## config.mk

```make
export PLATFORM = sky130hd
export DESIGN_NAME = slr_regs
export DESIGN_NICKNAME = d
export VERILOG_FILES = /design/src/rtl/slr_pkg.sv /design/src/rtl/slr_ahb_if.sv /design/src/rtl/slr_add_unit.sv /design/src/rtl/slr_regs.sv
export SDC_FILE = /design/constraint.sdc
export NUM_CORES = 1
export LEC_CHECK = 0
export ABC_AREA = 1
export BUFFER_PORTS_ARGS = -buffer_cell sky130_fd_sc_hd__buf_2
export CORE_MARGIN = 8
export CORE_UTILIZATION = 45
export DETAILED_ROUTE_END_ITERATION = 7
export HOLD_SLACK_MARGIN = 0.02
export PLACE_DENSITY = 0.74
export SYNTH_ARGS = -nofsm -noshare
export SYNTH_HDL_FRONTEND = slang
export SYNTH_SLANG_ARGS = --single-unit
```

## constraint.sdc

```tcl
create_clock -name ref_clk -period 2.7 [get_ports ref_clk]
set_input_delay 0.405 -clock ref_clk [delete_from_list [all_inputs] [get_ports ref_clk]]
set_output_delay 0.405 -clock ref_clk [all_outputs]
set_load 0.005 [all_outputs]
```

## src/rtl/slr_pkg.sv

```systemverilog
// package with register map, field layout and carrier types of the literal/adjust bank
// What this block does
// - control step command with literal option copies all 16 literal bits to channel select.
// - while enable and run are both 1, literal and adjust ignore software writes.
// - add step command adds adjust value to timer, counter, step delay limit or literal.
// - literal register is one 16-bit read/write field, zero after power-on reset.
// - adjust register is one 16-bit addend, software access while sequencer not running.
// - every adjust bit is read/write and clears to zero on power-on reset.
package slr_pkg;

  // ----------------------------------------------------------------
  // widths
  // ----------------------------------------------------------------
  localparam int SLR_DW = 16;
  localparam int SLR_AW = 8;

  // ----------------------------------------------------------------
  // register byte offsets on the bus
  // ----------------------------------------------------------------
  localparam logic [SLR_AW-1:0] SLR_LIT_OFS = 8'h00;
  localparam logic [SLR_AW-1:0] SLR_ADJ_OFS = 8'h04;
  localparam logic [SLR_AW-1:0] SLR_CTRL_OFS = 8'h08;
  localparam logic [SLR_AW-1:0] SLR_STAT_OFS = 8'h0C;

  // ----------------------------------------------------------------
  // reset values and field positions
  // ----------------------------------------------------------------
  localparam logic [SLR_DW-1:0] SLR_LIT_RST = 16'h0000;
  localparam logic [SLR_DW-1:0] SLR_ADJ_RST = 16'h0000;
  localparam logic [SLR_DW-1:0] SLR_CHAN_RST = 16'h0000;
  localparam int SLR_CTRL_EN_BIT = 0;
  localparam int SLR_CTRL_RUN_BIT = 1;
  localparam int SLR_STAT_LOCK_BIT = 0;
  localparam int SLR_STAT_TGT_LSB = 1;

  // ----------------------------------------------------------------
  // add step targets
  // ----------------------------------------------------------------
  typedef enum logic [1:0] {
    SLR_TGT_TIMER = 2'h0,
    SLR_TGT_COUNTER = 2'h1,
    SLR_TGT_DELAY = 2'h2,
    SLR_TGT_LITERAL = 2'h3
  } slr_target_t;

  // step command from the sequencer engine, one-cycle pulses
  typedef struct packed {
    logic ctrlLiteral;
    logic addStep;
    slr_target_t target;
  } slr_cmd_t;

  // current limit values owned outside this bank
  typedef struct packed {
    logic [SLR_DW-1:0] timerLimit;
    logic [SLR_DW-1:0] counterLimit;
    logic [SLR_DW-1:0] delayLimit;
  } slr_limits_t;

  // write-back of a sum into an outside limit register
  typedef struct packed {
    logic timerWr;
    logic counterWr;
    logic delayWr;
    logic [SLR_DW-1:0] data;
  } slr_lim_wr_t;

endpackage

```

## src/rtl/slr_ahb_if.sv

```systemverilog
// ahb-lite slave front end: address phase capture, zero wait states, always okay
`timescale 1ns/1ps
module slr_ahb_if
  import slr_pkg::*;
(
  input wire logic ref_clk, // system clock
  input wire logic rstn, // async reset, active low
  input wire logic hsel, // slave select
  input wire logic [31:0] haddr, // byte address
  input wire logic [1:0] htrans, // transfer type
  input wire logic hwrite, // write when high
  input wire logic hready, // bus ready in
  output logic hreadyout, // slave ready out
  output logic hresp, // response, always okay
  output logic busWr, // data-phase write strobe
  output logic busRd, // data-phase read valid
  output logic [SLR_AW-1:0] busAddr // data-phase byte address
);

  logic phaseValid_reg;
  logic phaseWrite_reg;
  logic [SLR_AW-1:0] phaseAddr_reg;
  wire logic addrTaken;

  // ----------------------------------------------------------------
  // address phase accepted on nonseq or seq with the bus ready
  // ----------------------------------------------------------------
  assign addrTaken = hsel & htrans[1] & hready;

  // hold address-phase controls for the following data phase
  always_ff @(posedge ref_clk or negedge rstn) begin
    if (!rstn) begin
      phaseValid_reg <= 1'b0;
      phaseWrite_reg <= 1'b0;
      phaseAddr_reg <= '0;
    end else if (hready) begin
      phaseValid_reg <= addrTaken;
      phaseWrite_reg <= hwrite;
      phaseAddr_reg <= haddr[SLR_AW-1:0];
    end
  end

  // never stalls, so every data phase lasts one cycle
  assign hreadyout = 1'b1;
  assign hresp = 1'b0;
  assign busWr = phaseValid_reg & phaseWrite_reg;
  assign busRd = phaseValid_reg & ~phaseWrite_reg;
  assign busAddr = phaseAddr_reg;

endmodule

```

## src/rtl/slr_add_unit.sv

```systemverilog
// adder of the add step command: picks the target operand and forms the 16-bit sum
`timescale 1ns/1ps
module slr_add_unit
  import slr_pkg::*;
#(
  parameter int DW = SLR_DW
)
(
  input slr_target_t target, // selected target
  input wire logic [DW-1:0] timerLimit, // timer limit now
  input wire logic [DW-1:0] counterLimit, // counter limit now
  input wire logic [DW-1:0] delayLimit, // step delay limit now
  input wire logic [DW-1:0] literalVal, // literal now
  input wire logic [DW-1:0] addend, // adjust value
  output logic [DW-1:0] sum // wrapped sum
);

  logic [DW-1:0] operand;

  // operand selection by target code
  always_comb begin
    case (target)
      SLR_TGT_TIMER: operand = timerLimit;
      SLR_TGT_COUNTER: operand = counterLimit;
      SLR_TGT_DELAY: operand = delayLimit;
      SLR_TGT_LITERAL: operand = literalVal;
      default: operand = '0;
    endcase
  end

  // carry out of the top bit is discarded on purpose
  assign sum = DW'(operand + addend);

endmodule

```

## src/rtl/slr_regs.sv

```systemverilog
// literal and adjust register bank of the step sequencer, with ahb-lite access
`timescale 1ns/1ps
module slr_regs
  import slr_pkg::*;
#(
  parameter int DW = SLR_DW
)
(
  input wire logic ref_clk, // system clock, 100 MHz
  input wire logic rstn, // async power-on reset, active low
  input wire logic hsel, // ahb slave select
  input wire logic [31:0] haddr, // ahb byte address
  input wire logic [1:0] htrans, // ahb transfer type
  input wire logic hwrite, // ahb write
  input wire logic [2:0] hsize, // ahb size, word only
  input wire logic [31:0] hwdata, // ahb write data
  input wire logic hready, // ahb ready in
  output logic [31:0] hrdata, // ahb read data
  output logic hreadyout, // ahb ready out
  output logic hresp, // ahb response
  input slr_cmd_t stepCmd, // step command pulses from engine
  input slr_limits_t limits, // outside limit values
  output slr_lim_wr_t limWrite, // sum write-back to limits
  output logic [DW-1:0] converterChannelSelect, // channel select value
  output logic chanLoad, // pulse when channel select reloads
  output logic sequencerEnable, // enable control bit
  output logic sequencerRun // run control bit
);

  // ----------------------------------------------------------------
  // declarations
  // ----------------------------------------------------------------
  logic [DW-1:0] stepLiteralValue_reg;
  logic [DW-1:0] stepLiteralValue_next;
  logic [DW-1:0] stepAdjustValue_reg;
  logic [DW-1:0] stepAdjustValue_next;
  logic [DW-1:0] chanSel_reg;
  logic chanLoad_reg;
  logic enable_reg;
  logic run_reg;
  slr_target_t lastTarget_reg;
  slr_lim_wr_t limWrite_reg;
  slr_lim_wr_t limWrite_next;
  logic [31:0] readMux;

  wire logic busWr;
  wire logic busRd;
  wire logic [SLR_AW-1:0] busAddr;
  wire logic [DW-1:0] addSum;
  wire logic locked;
  wire logic selLit;
  wire logic selAdj;
  wire logic selCtrl;
  wire logic selStat;
  wire logic swWrLit;
  wire logic swWrAdj;
  wire logic swWrCtrl;
  wire logic hwAddLit;
  wire logic hwAddOut;

  // ----------------------------------------------------------------
  // bus front end and adder
  // ----------------------------------------------------------------
  slr_ahb_if u_ahb (
    .ref_clk(ref_clk),
    .rstn(rstn),
    .hsel(hsel),
    .haddr(haddr),
    .htrans(htrans),
    .hwrite(hwrite),
    .hready(hready),
    .hreadyout(hreadyout),
    .hresp(hresp),
    .busWr(busWr),
    .busRd(busRd),
    .busAddr(busAddr)
  );

  slr_add_unit #(
    .DW(DW)
  ) u_add (
    .target(stepCmd.target),
    .timerLimit(limits.timerLimit),
    .counterLimit(limits.counterLimit),
    .delayLimit(limits.delayLimit),
    .literalVal(stepLiteralValue_reg),
    .addend(stepAdjustValue_reg),
    .sum(addSum)
  );

  // ----------------------------------------------------------------
  // address decode and write qualification
  // ----------------------------------------------------------------
  // lock blocks software only; the engine may still update the literal
  assign locked = enable_reg & run_reg;
  assign selLit = (busAddr == SLR_LIT_OFS);
  assign selAdj = (busAddr == SLR_ADJ_OFS);
  assign selCtrl = (busAddr == SLR_CTRL_OFS);
  assign selStat = (busAddr == SLR_STAT_OFS);
  assign swWrLit = busWr & selLit & ~locked;
  assign swWrAdj = busWr & selAdj & ~locked;
  assign swWrCtrl = busWr & selCtrl;
  assign hwAddLit = stepCmd.addStep & (stepCmd.target == SLR_TGT_LITERAL);
  assign hwAddOut = stepCmd.addStep & (stepCmd.target != SLR_TGT_LITERAL);

  // ----------------------------------------------------------------
  // next values of literal and adjust
  // ----------------------------------------------------------------
  // engine add wins over a software write in the same cycle
  always_comb begin
    stepLiteralValue_next = stepLiteralValue_reg;
    if (hwAddLit) begin
      stepLiteralValue_next = addSum;
    end else if (swWrLit) begin
      stepLiteralValue_next = hwdata[DW-1:0];
    end
  end

  always_comb begin
    stepAdjustValue_next = stepAdjustValue_reg;
    if (swWrAdj) begin
      stepAdjustValue_next = hwdata[DW-1:0];
    end
  end

  // literal register, zero at power-on
  always_ff @(posedge ref_clk or negedge rstn) begin
    if (!rstn) begin
      stepLiteralValue_reg <= SLR_LIT_RST;
    end else begin
      stepLiteralValue_reg <= stepLiteralValue_next;
    end
  end

  // adjust register, zero at power-on
  always_ff @(posedge ref_clk or negedge rstn) begin
    if (!rstn) begin
      stepAdjustValue_reg <= SLR_ADJ_RST;
    end else begin
      stepAdjustValue_reg <= stepAdjustValue_next;
    end
  end

  // ----------------------------------------------------------------
  // sequencer control bits, always writable
  // ----------------------------------------------------------------
  always_ff @(posedge ref_clk or negedge rstn) begin
    if (!rstn) begin
      enable_reg <= 1'b0;
      run_reg <= 1'b0;
    end else if (swWrCtrl) begin
      enable_reg <= hwdata[SLR_CTRL_EN_BIT];
      run_reg <= hwdata[SLR_CTRL_RUN_BIT];
    end
  end

  // ----------------------------------------------------------------
  // channel select load from the literal
  // ----------------------------------------------------------------
  // copies the value held before any same-cycle add lands
  always_ff @(posedge ref_clk or negedge rstn) begin
    if (!rstn) begin
      chanSel_reg <= SLR_CHAN_RST;
      chanLoad_reg <= 1'b0;
    end else begin
      chanLoad_reg <= stepCmd.ctrlLiteral;
      if (stepCmd.ctrlLiteral) begin
        chanSel_reg <= stepLiteralValue_reg;
      end
    end
  end

  // ----------------------------------------------------------------
  // limit write-back for outside targets
  // ----------------------------------------------------------------
  always_comb begin
    limWrite_next.timerWr = hwAddOut & (stepCmd.target == SLR_TGT_TIMER);
    limWrite_next.counterWr = hwAddOut & (stepCmd.target == SLR_TGT_COUNTER);
    limWrite_next.delayWr = hwAddOut & (stepCmd.target == SLR_TGT_DELAY);
    limWrite_next.data = hwAddOut ? addSum : limWrite_reg.data;
  end

  always_ff @(posedge ref_clk or negedge rstn) begin
    if (!rstn) begin
      limWrite_reg <= '0;
      lastTarget_reg <= SLR_TGT_TIMER;
    end else begin
      limWrite_reg <= limWrite_next;
      if (stepCmd.addStep) begin
        lastTarget_reg <= stepCmd.target;
      end
    end
  end

  // ----------------------------------------------------------------
  // read mux, unmapped offsets read zero
  // ----------------------------------------------------------------
  always_comb begin
    readMux = '0;
    if (selLit) begin
      readMux[DW-1:0] = stepLiteralValue_reg;
    end else if (selAdj) begin
      readMux[DW-1:0] = stepAdjustValue_reg;
    end else if (selCtrl) begin
      readMux[SLR_CTRL_EN_BIT] = enable_reg;
      readMux[SLR_CTRL_RUN_BIT] = run_reg;
    end else if (selStat) begin
      readMux[SLR_STAT_LOCK_BIT] = locked;
      readMux[SLR_STAT_TGT_LSB +: 2] = lastTarget_reg;
    end
  end

  // hsize is unused: only whole-word transfers are supported
  assign hrdata = busRd ? readMux : '0;
  assign limWrite = limWrite_reg;
  assign converterChannelSelect = chanSel_reg;
  assign chanLoad = chanLoad_reg;
  assign sequencerEnable = enable_reg;
  assign sequencerRun = run_reg;
endmodule

```

==> metrics, run 1 <==
outcome complete, no violations; Mean Syn Cell Area 7.33 sq um; core area 0.0114 sq mm; H-tree depth 3; post-synthesis sequential area ratio 0.394; Netlist cell types 38; critical path's slowest cell dfrtp_1; initial core utilization 0.458; wire length per cell 16.1 um; Pint 0.00261 W; synthesized area 0.00521 sq mm; CP Capture Type output port; total gr overflow 0; most frequent cell after synthesis nand2_1; Worst Skew 0.00847 ns; drt pass-1 iters 5; Synth area leaders dfrtp_1 (39%), nand2_1 (18%), nand3_1 (7.2%); period utilisation layout 0.897; Hold Violations, Final 0; worst slew pin tran 0.748 ns; ant diodes 0; top_reg_cell synth dfrtp_1; combinational share of power 0.272; Vias per Instance 5.12; leakage 3.55 nW; Final Critical Period 2.42 ns; first-pass GRT wire length 26,100 um; Finished Cell Area 0.00650 sq mm; Post-Synthesis Cells 710; CTS max path bufs 2; WP data required 2.30 ns; relative slew slack 0.500; IO Count 198; sequential share of power 0.409; Slew Limit Fails 0; IO Port Bufs 135; Startpoint Class flip-flop; max-cap violation count 0; Die Span X 124 um; asr flop ratio synth 1.00; CTS Buf Count 9; Clock transition at path regs 0.07 ns; vias in the first global route 5,240; most frequent CP cell inv_1; final setup TNS 0 ns; DRT antenna net count 0; row count 39; Placement Cell Area 0.00621 sq mm; Tot Pwr 0.00387 W; CP Depth 8; CP arrival 2.02 ns; Sw Share 0.325; # nets final 1,007; max reg flops 19; power share of the clock group 0.319; number of synthesized flops with an enable pin 0; DR DRC count 0; fraction of layout instances using a drive strength above 1 0.266; initial DRC count 490; hold_buf cts 0; DP HPWL 12,400 um; CP cell instances inv_1 -> nand4_2 -> nor3_4 -> buf_4 -> inv_1 -> o21ai_0 -> a21oi_1 -> buf_2; Cell Pwr Density 595 mW/mm^2; Worst Reg-to-Reg Cells 14; CP top delay family buffers and inverters; CP max stage delay 0.37 ns; post-synth top area cell dfrtp_1; clock sinks 82; Fill cells 1,126; critical path peak fanout 26; height of the die 124 um; Net Sw Power 0.00126 W; Min-Delay Path Class in2async; Synth Register Bits 82; Finish-stage setup viols 0; Fmax 413 MHz; DR vias 5,180; YS warnings 0; RD Place Congestion 0.926; GRT Resource Usage Total 0.217; maximum vdd drop 0.315 mV; Commonest cells post-synth nand2_1 (252), dfrtp_1 (82), nand3_1 (75); largest net degree at the start of global routing 54; Worst Path Buf+Inv 4; CTS Root Cell clkbuf_16; share of the synthesized area in the top cell type 0.394; die area 0.0153 sq mm; RSZ-0062 raised after global routing no; Clock Latency Late Sink 0.34 ns; detailed-route wire length 16,300 um; antenna violations before repair 0; CTS tree done; Setup CP Type reg2out; Fin Hold WS 0.111 ns; area delta synth->final 24.9%
-- layout by cell type (no fill, tap or decap), drive strengths merged --
master    count
fa            1
nand3        76
nand3b        1
xor2          6
or2           3
o211ai        1
nand2       255
o21bai        1
clkinvlp      2
inv          84
conb         18
buf         170
dfrtp        82
a31oi         3
mux2         15
a221oi       11
bufinv        1
nor3          8
clkbuf        9
clkinv        3
ha           16
nand4        12
o21ai        37
and2          1
nor2         23
a21oi        29
-- metrics by stage --
stage	util	instances	setup WS, ns
2_1_floorplan	-	726	0.225
3_3_place_gp	0.546	996	0.00510
3_5_place_dp	0.546	996	-0.00608
4_1_cts	0.572	1011	0.273
5_1_grt	0.572	1011	0.0151
6_report	0.572	1011	0.277
-- logic make-up (layout without fill, tap and decap cells) --
family | count (synthesis) | count (layout) | share of synthesized area
adder cells (fa/ha/maj) | 17 | 17 | 0.0423
buffers and inverters | 127 | 269 | 0.113
AO/OA/AOI/OAI | 82 | 82 | 0.0920
other | 2 | 18 | 0.00144
multiplexers | 15 | 15 | 0.0324
flip-flops | 82 | 82 | 0.394
XOR/XNOR | 6 | 6 | 0.0101
AND/OR/NAND/NOR | 379 | 379 | 0.315
-- cell type report --
| class | instances | area (sq um) | area share |
|---|---|---|---|
| multi-input cells | 517 | 2640 | 0.405 |
| flip-flops and latches | 82 | 2050 | 0.316 |
| repair buffers | 170 | 1030 | 0.158 |
| inverters | 84 | 315 | 0.0485 |
| clock buffers | 9 | 225 | 0.0346 |
| well taps | 143 | 179 | 0.0275 |
| clock inverters | 6 | 67.6 | 0.0104 |
-- metal layers --
layer  part of all wire  track usage
met5                  0            0
met1               0.43        0.277
met3              0.079       0.0516
met2               0.46        0.352
met4              0.026       0.0798
-- worst paths after layout --
check	from	end	slack, ns
setup / recovery	u_ahb.busAddr[4]$_DFFE_PN0P_	hrdata[2]	0.28
hold / removal	rstn	converterChannelSelect[3]$_DFFE_PN0P_	0.11
setup reg to reg	stepLiteralValue_reg[0]$_DFFE_PN0P_	limWrite[14]$_DFFE_PN0P_	0.48
hold reg to reg	limWrite[0]$_DFFE_PN0P_	limWrite[0]$_DFFE_PN0P_	0.47
max in group asynchronous	rstn	converterChannelSelect[8]$_DFFE_PN0P_	1.98
min in group ref_clk	haddr[3]	u_ahb.busAddr[3]$_DFFE_PN0P_	0.27
-- what timing repair did --
| action | CTS | global route |
|---|---|---|
| setup endpoints to repair | 0 | 1 |
| resized for setup | 0 | 1 |
| buffers inserted | 0 | 0 |
-- power groups by stage --
stage                     Clock, W  Combinational [W]  Sequential (W)
after detailed placement         0            0.00105         0.00160
after global placement           0            0.00104         0.00159
after CTS                  0.00125            0.00106         0.00158
final                      0.00124            0.00105         0.00158
after floorplan                  0           0.000603         0.00158
after global routing       0.00131            0.00120         0.00161
Power figures use the tool's default switching activity.
==> run 2, diff against run 1 <==
- CTS_CLUSTER_DIAMETER: not set -> 120
- HOLD_SLACK_MARGIN: 0.02 -> 0.15
==> run 2 against run 1 <==
Compared with the run above: combinational power barely moved; highest routed layer unchanged; worst setup slack better by 0.0035 ns; sequential power about the same; critical endpoint unchanged; hold slack better by 0.16 ns; final area is 0.15% higher.
==> metrics, run 2 (synthesized netlist as in run 1, its figures left out) <==
first-pass GRT wire length 26,100 um (about the same); Slew Limit Fails 0 (unchanged); Pint 0.00261 W (about the same); DR DRC count 0 (unchanged); antenna violations before repair 0 (unchanged); largest net degree at the start of global routing 54 (unchanged); CTS tree done (unchanged); CP arrival 2.01 ns (was 2.02 ns); total gr overflow 0 (unchanged); Final Util 0.573 (was 0.572); H-tree depth 3 (unchanged); critical path peak fanout 26 (unchanged); DP HPWL 12,400 um (unchanged); detailed-route wire length 16,300 um (about the same); area delta synth->final 25.1% (was 24.9%); Placement Cell Area 0.00621 sq mm (unchanged); RD Place Congestion 0.926 (unchanged); drt pass-1 iters 5 (unchanged); period utilisation layout 0.896 (was 0.897); Die Span X 124 um (unchanged); IO Port Bufs 135 (unchanged); ant diodes 0 (unchanged); die area 0.0153 sq mm (unchanged); Finish-stage setup viols 0 (unchanged); DR vias 5,185 (was 5,180); max-cap violation count 0 (unchanged); post-CTS setup buffer count 0 (unchanged); row count 39 (unchanged); CTS Buf Count 9 (unchanged); Place WS -0.00608 ns (unchanged); Non-Filler Instances 1,012 (was 1,011); Sw Share 0.325 (about the same); outcome complete, no violations (unchanged); sequential share of power 0.409 (about the same); CP Capture Type output port (unchanged); fraction of layout instances using a drive strength above 1 0.266 (about the same); combinational share of power 0.272 (about the same); Min-Delay Path Class in2reg (was in2async); worst slew pin tran 0.734 ns (was 0.748 ns); commonest non-fill, non-tap cells in the layout nand2_1 (252), buf_2 (134), dfrtp_1 (82) (unchanged); Clock transition at path regs 0.07 ns (about the same); Fmax 413 MHz (about the same); CTS max path bufs 2 (unchanged); Cell Pwr Density 594 mW/mm^2 (was 595 mW/mm^2); commonest non-fill, non-tap cell in the layout nand2_1 (unchanged); post-layout worst setup margin 0.281 ns (was 0.277 ns); vias in the first global route 5,246 (was 5,240); wire length per cell 16.1 um (about the same); power share of the clock group 0.319 (about the same); Startpoint Class flip-flop (unchanged); height of the die 124 um (unchanged); RSZ-0062 raised after global routing no (unchanged); max reg flops 19 (unchanged); Final Critical Period 2.42 ns (about the same); initial core utilization 0.458 (unchanged); Clock Latency Late Sink 0.34 ns (about the same); relative slew slack 0.510 (was 0.500); # nets final 1,008 (was 1,007); initial DRC count 460 (was 490); Hold Violations, Final 0 (unchanged); Fin Hold WS 0.275 ns (was 0.111 ns); clock sinks 82 (unchanged); Setup CP Type reg2out (unchanged); core area 0.0114 sq mm (unchanged); leakage 3.55 nW (about the same); CTS Root Cell clkbuf_16 (unchanged); DRT antenna net count 0 (unchanged); Finished Cell Area 0.00651 sq mm (was 0.00650 sq mm); WP data required 2.30 ns (about the same); Worst Skew 0.00856 ns (was 0.00847 ns); IO Count 198 (unchanged); GRT Resource Usage Total 0.218 (was 0.217); maximum vdd drop 0.314 mV (was 0.315 mV); Placed Cells 996 (unchanged); Net Sw Power 0.00126 W (about the same); Vias per Instance 5.12 (about the same)
[run 2: cell count changes in the layout (fill, tap and decap cells not counted), sizes merged]
| cell | delta |
|---|---|
| dlygate4sd3 | +1 |
[run 2: what timing repair did]
item                       CTS  global route
setup endpoints to repair    0             1
hold buffers                 1             0
hold endpoints to repair    52             0
gates resized for setup      0             1
[run 2: power by group through the flow]
stage	Combinational [W]	Clock, W	Sequential, W
6_report	0.00105	0.00123	0.00158
5_1_grt	0.00120	0.00131	0.00161
4_1_cts	0.00106	0.00125	0.00158
3_5_place_dp	0.00105	0	0.00160
3_3_place_gp	0.00104	0	0.00159
2_1_floorplan	0.000603	0	0.00158
[run 2: final timing paths]
check / slack, ns / to / startpoint / cells after the start
worst min register to register: 0.47 / limWrite[0]$_DFFE_PN0P_ / limWrite[0]$_DFFE_PN0P_ / 2
worst max-delay path: 0.28 / hrdata[2] / u_ahb.busAddr[4]$_DFFE_PN0P_ / 8
max in group asynchronous: 1.43 / converterChannelSelect[8]$_DFFE_PN0P_ / rstn / 3
worst max register to register: 0.48 / limWrite[14]$_DFFE_PN0P_ / stepLiteralValue_reg[0]$_DFFE_PN0P_ / 14
worst min-delay path: 0.27 / u_ahb.busAddr[3]$_DFFE_PN0P_ / haddr[3] / 3
min in group asynchronous: 0.66 / converterChannelSelect[3]$_DFFE_PN0P_ / rstn / 2
[run 2: stage by stage]
stage                     total power [W]  TNS (ns)
after global placement            0.00263         0
after detailed placement          0.00265  -0.00669
after floorplan                   0.00218         0
final                             0.00387         0
after global routing              0.00411         0
after CTS                         0.00388         0
[run 2: per-layer routing]
metal	share of wire	vias up	GRT usage
met2	0.47	209	0.353
met5	0	-	0
li1	-	2567	-
met3	0.076	33	0.0516
met4	0.026	0	0.0798
met1	0.43	2376	0.277
[run 2: critical path, cell delays in order, from the launching register on]
cell and delay (ns):
dfrtp_1 0.37, inv_1 0.08, nand4_2 0.19, nor3_4 0.16, buf_4 0.35, inv_1 0.12, o21ai_0 0.19, a21oi_1 0.08
buf_2 0.13
[run 2: area by class of cell]
cell class / count / area (sq um)
fill: 1125 / 4860
multi-input combinational: 517 / 2640
sequential: 82 / 2050
timing repair buffer: 171 / 1040
inverter: 84 / 315
clock buffer: 9 / 225
tap: 143 / 179
clock inverter: 6 / 67.6
==> run 3, diff against run 2 <==
- CAP_MARGIN: not set -> 30
- CORE_ASPECT_RATIO: not set -> 1.1
==> run 3 against run 2 <==
Compared with the run above: maximum frequency down 1.8%; count of clock-buffer cells in the layout grew 1; clock power about the same; register-to-register slack about the same; non-clock buffer count shrank 3; hold slack lost 0.0014 ns; routed wire length grew 0.73%; final cell count rose by 0.40%; flip-flop and latch count did not move; critical path depth is 11 higher; combinational power is essentially flat; worst setup slack worse by 0.045 ns.
==> metrics, run 3 (synthesized netlist as in run 1, its figures left out) <==
initial core utilization 0.457 (was 0.458); Fmax 406 MHz (was 413 MHz); critical path's slowest cell ha_1 (was dfrtp_1); fraction of layout instances using a drive strength above 1 0.262 (was 0.266); Slew Limit Fails 0 (unchanged); Final Util 0.564 (was 0.573); RD Place Congestion 0.930 (was 0.926); DP HPWL 12,500 um (was 12,400 um); CP Capture Type flip-flop (was output port); Startpoint Class input port (was flip-flop); # nets final 1,005 (was 1,008); IO Count 198 (unchanged); worst slew pin tran 0.722 ns (was 0.734 ns); outcome complete, no violations (unchanged); CTS max path bufs 2 (unchanged); vias in the first global route 4,979 (was 5,246); period utilisation layout 0.913 (was 0.896); die area 0.0153 sq mm (about the same); Die Span X 119 um (was 124 um); H-tree depth 3 (unchanged); most frequent CP cell nand2_1 (was inv_1); reg-to-reg slack, setup 0.47 ns (was 0.48 ns); Vias per Instance 5.12 (about the same); DR DRC count 0 (unchanged); post-layout worst setup margin 0.236 ns (was 0.281 ns); total gr overflow 0 (unchanged); max reg flops 19 (unchanged); commonest non-fill, non-tap cell in the layout nand2_1 (unchanged); GRT Resource Usage Total 0.210 (was 0.218); first-pass GRT wire length 25,800 um (was 26,100 um); CP max stage delay 0.35 ns (was 0.37 ns); DRT antenna net count 0 (unchanged); CP cell instances buf_2 -> inv_2 -> nand2_2 -> inv_2 -> buf_4 -> a221oi_1 -> nand2_1 -> o21ai_0 -> inv_1 -> ha_1 -> nand2_1 -> inv_1 -> nand2_1 -> nor3_1 -> nand2_1 -> nand2_1 -> nand2_1 -> nand3_1 -> nand2_1 (was inv_1 -> nand4_2 -> nor3_4 -> buf_4 -> inv_1 -> o21ai_0 -> a21oi_1 -> buf_2); Non-Filler Instances 1,016 (was 1,012); antenna violations before repair 1 (was 0); max-cap violation count 0 (unchanged); commonest non-fill, non-tap cells in the layout nand2_1 (252), buf_2 (134), dfrtp_1 (82) (unchanged); IO Port Bufs 135 (unchanged); detailed-route wire length 16,400 um (was 16,300 um); Setup CP Type in2reg (was reg2out); CP arrival 2.69 ns (was 2.01 ns); critical path peak fanout 9 (was 26); Clock Latency Late Sink 0.34 ns (about the same); Worst Path Buf+Inv 6 (was 4); drt pass-1 iters 5 (unchanged); WP data required 2.92 ns (was 2.30 ns); largest net degree at the start of global routing 55 (was 54); Placed Cells 1,000 (was 996); Finish-stage setup viols 0 (unchanged); CTS tree done (unchanged); height of the die 129 um (was 124 um); Final Critical Period 2.46 ns (was 2.42 ns); RSZ-0062 raised after global routing no (unchanged); clock sinks 82 (unchanged); initial DRC count 461 (was 460); core area 0.0114 sq mm (about the same); DR vias 5,205 (was 5,185); wire length per cell 16.1 um (about the same); CTS Root Cell clkbuf_16 (unchanged); Clock transition at path regs 0.06 ns (was 0.07 ns); ant diodes 0 (unchanged); maximum vdd drop 0.280 mV (was 0.314 mV); area delta synth->final 23.5% (was 25.1%); Hold Violations, Final 0 (unchanged); Fill cells 1,099 (was 1,125); relative slew slack 0.519 (was 0.510); row count 41 (was 39); Place WS -0.0408 ns (was -0.00608 ns); Cell Pwr Density 603 mW/mm^2 (was 594 mW/mm^2); Min-Delay Path Class in2reg (unchanged); CP top delay family simple AND/OR/NAND/NOR gates (was buffers and inverters); CTS Buf Count 9 (unchanged); Worst Skew 0.00408 ns (was 0.00856 ns); leakage 3.51 nW (was 3.55 nW)
run 3: worst paths after layout:
| path | start | endpoint | depth (start not counted) |
|---|---|---|---|
| max | stepCmd[0] | stepLiteralValue_reg[13]$_DFFE_PN0P_ | 19 |
| min | haddr[6] | u_ahb.busAddr[6]$_DFFE_PN0P_ | 3 |
| max reg2reg | stepLiteralValue_reg[0]$_DFFE_PN0P_ | stepLiteralValue_reg[8]$_DFFE_PN0P_ | 14 |
| min reg2reg | limWrite[0]$_DFFE_PN0P_ | limWrite[0]$_DFFE_PN0P_ | 2 |
| max in group asynchronous | rstn | converterChannelSelect[8]$_DFFE_PN0P_ | 3 |
| min in group asynchronous | rstn | stepAdjustValue_reg[1]$_DFFE_PN0P_ | 2 |
run 3: layer usage:
layer / GRT usage / vias to the layer above / wire, um
met5: 0 / - / 10
met4: 0.0856 / 2 / 383
met3: 0.0451 / 31 / 1480
met2: 0.333 / 249 / 7370
met1: 0.273 / 2369 / 7140
li1: - / 2554 / -
run 3: layout make-up:
type / instances / area, sq um / area share
well taps: 150 / 188 / 0.0292
clock buffers: 10 / 239 / 0.0372
clock inverters: 5 / 55.1 / 0.00856
repair buffers: 168 / 953 / 0.148
multi-input cells: 517 / 2630 / 0.409
inverters: 84 / 315 / 0.0490
flip-flops and latches: 82 / 2050 / 0.319
run 3: timing repair:
action                                 in CTS  in global routing
hold buffers                                1                  0
buffers inserted                            0                  0
resized for setup                           0                  0
endpoints found under the hold margin       7                  0
run 3: worst reg2reg max path: stages, from the launching register on:
cell	delay, ns
dfrtp_1	0.43
nand2_1	0.09
nand2_1	0.05
o21ai_0	0.08
inv_1	0.08
ha_1	0.21
fa_1	0.40
nand2_1	0.08
nand2_1	0.07
and2_1	0.18
nand2_1	0.07
nand2_1	0.06
xor2_1	0.22
nand2_1	0.09
nand2_1	0.07
run 3: through the flow:
stage	hold WS [ns]	total power [W]	cell area [sq um]	setup TNS (ns)
floorplan	0.109	0.00218	5270	0
CTS	0.269	0.00389	6430	0
detailed placement	0.458	0.00264	6120	-0.128
finish	0.273	0.00387	6430	0
global route	0.282	0.00410	6430	0
global placement	0.451	0.00262	6120	-0.00857
run 3: where the power goes:
group,total [W],switching [W],internal (W)
clock network,0.00123,0.000499,0.000733
registers,0.00159,0.000160,0.00143
logic,0.00105,0.000596,0.000453
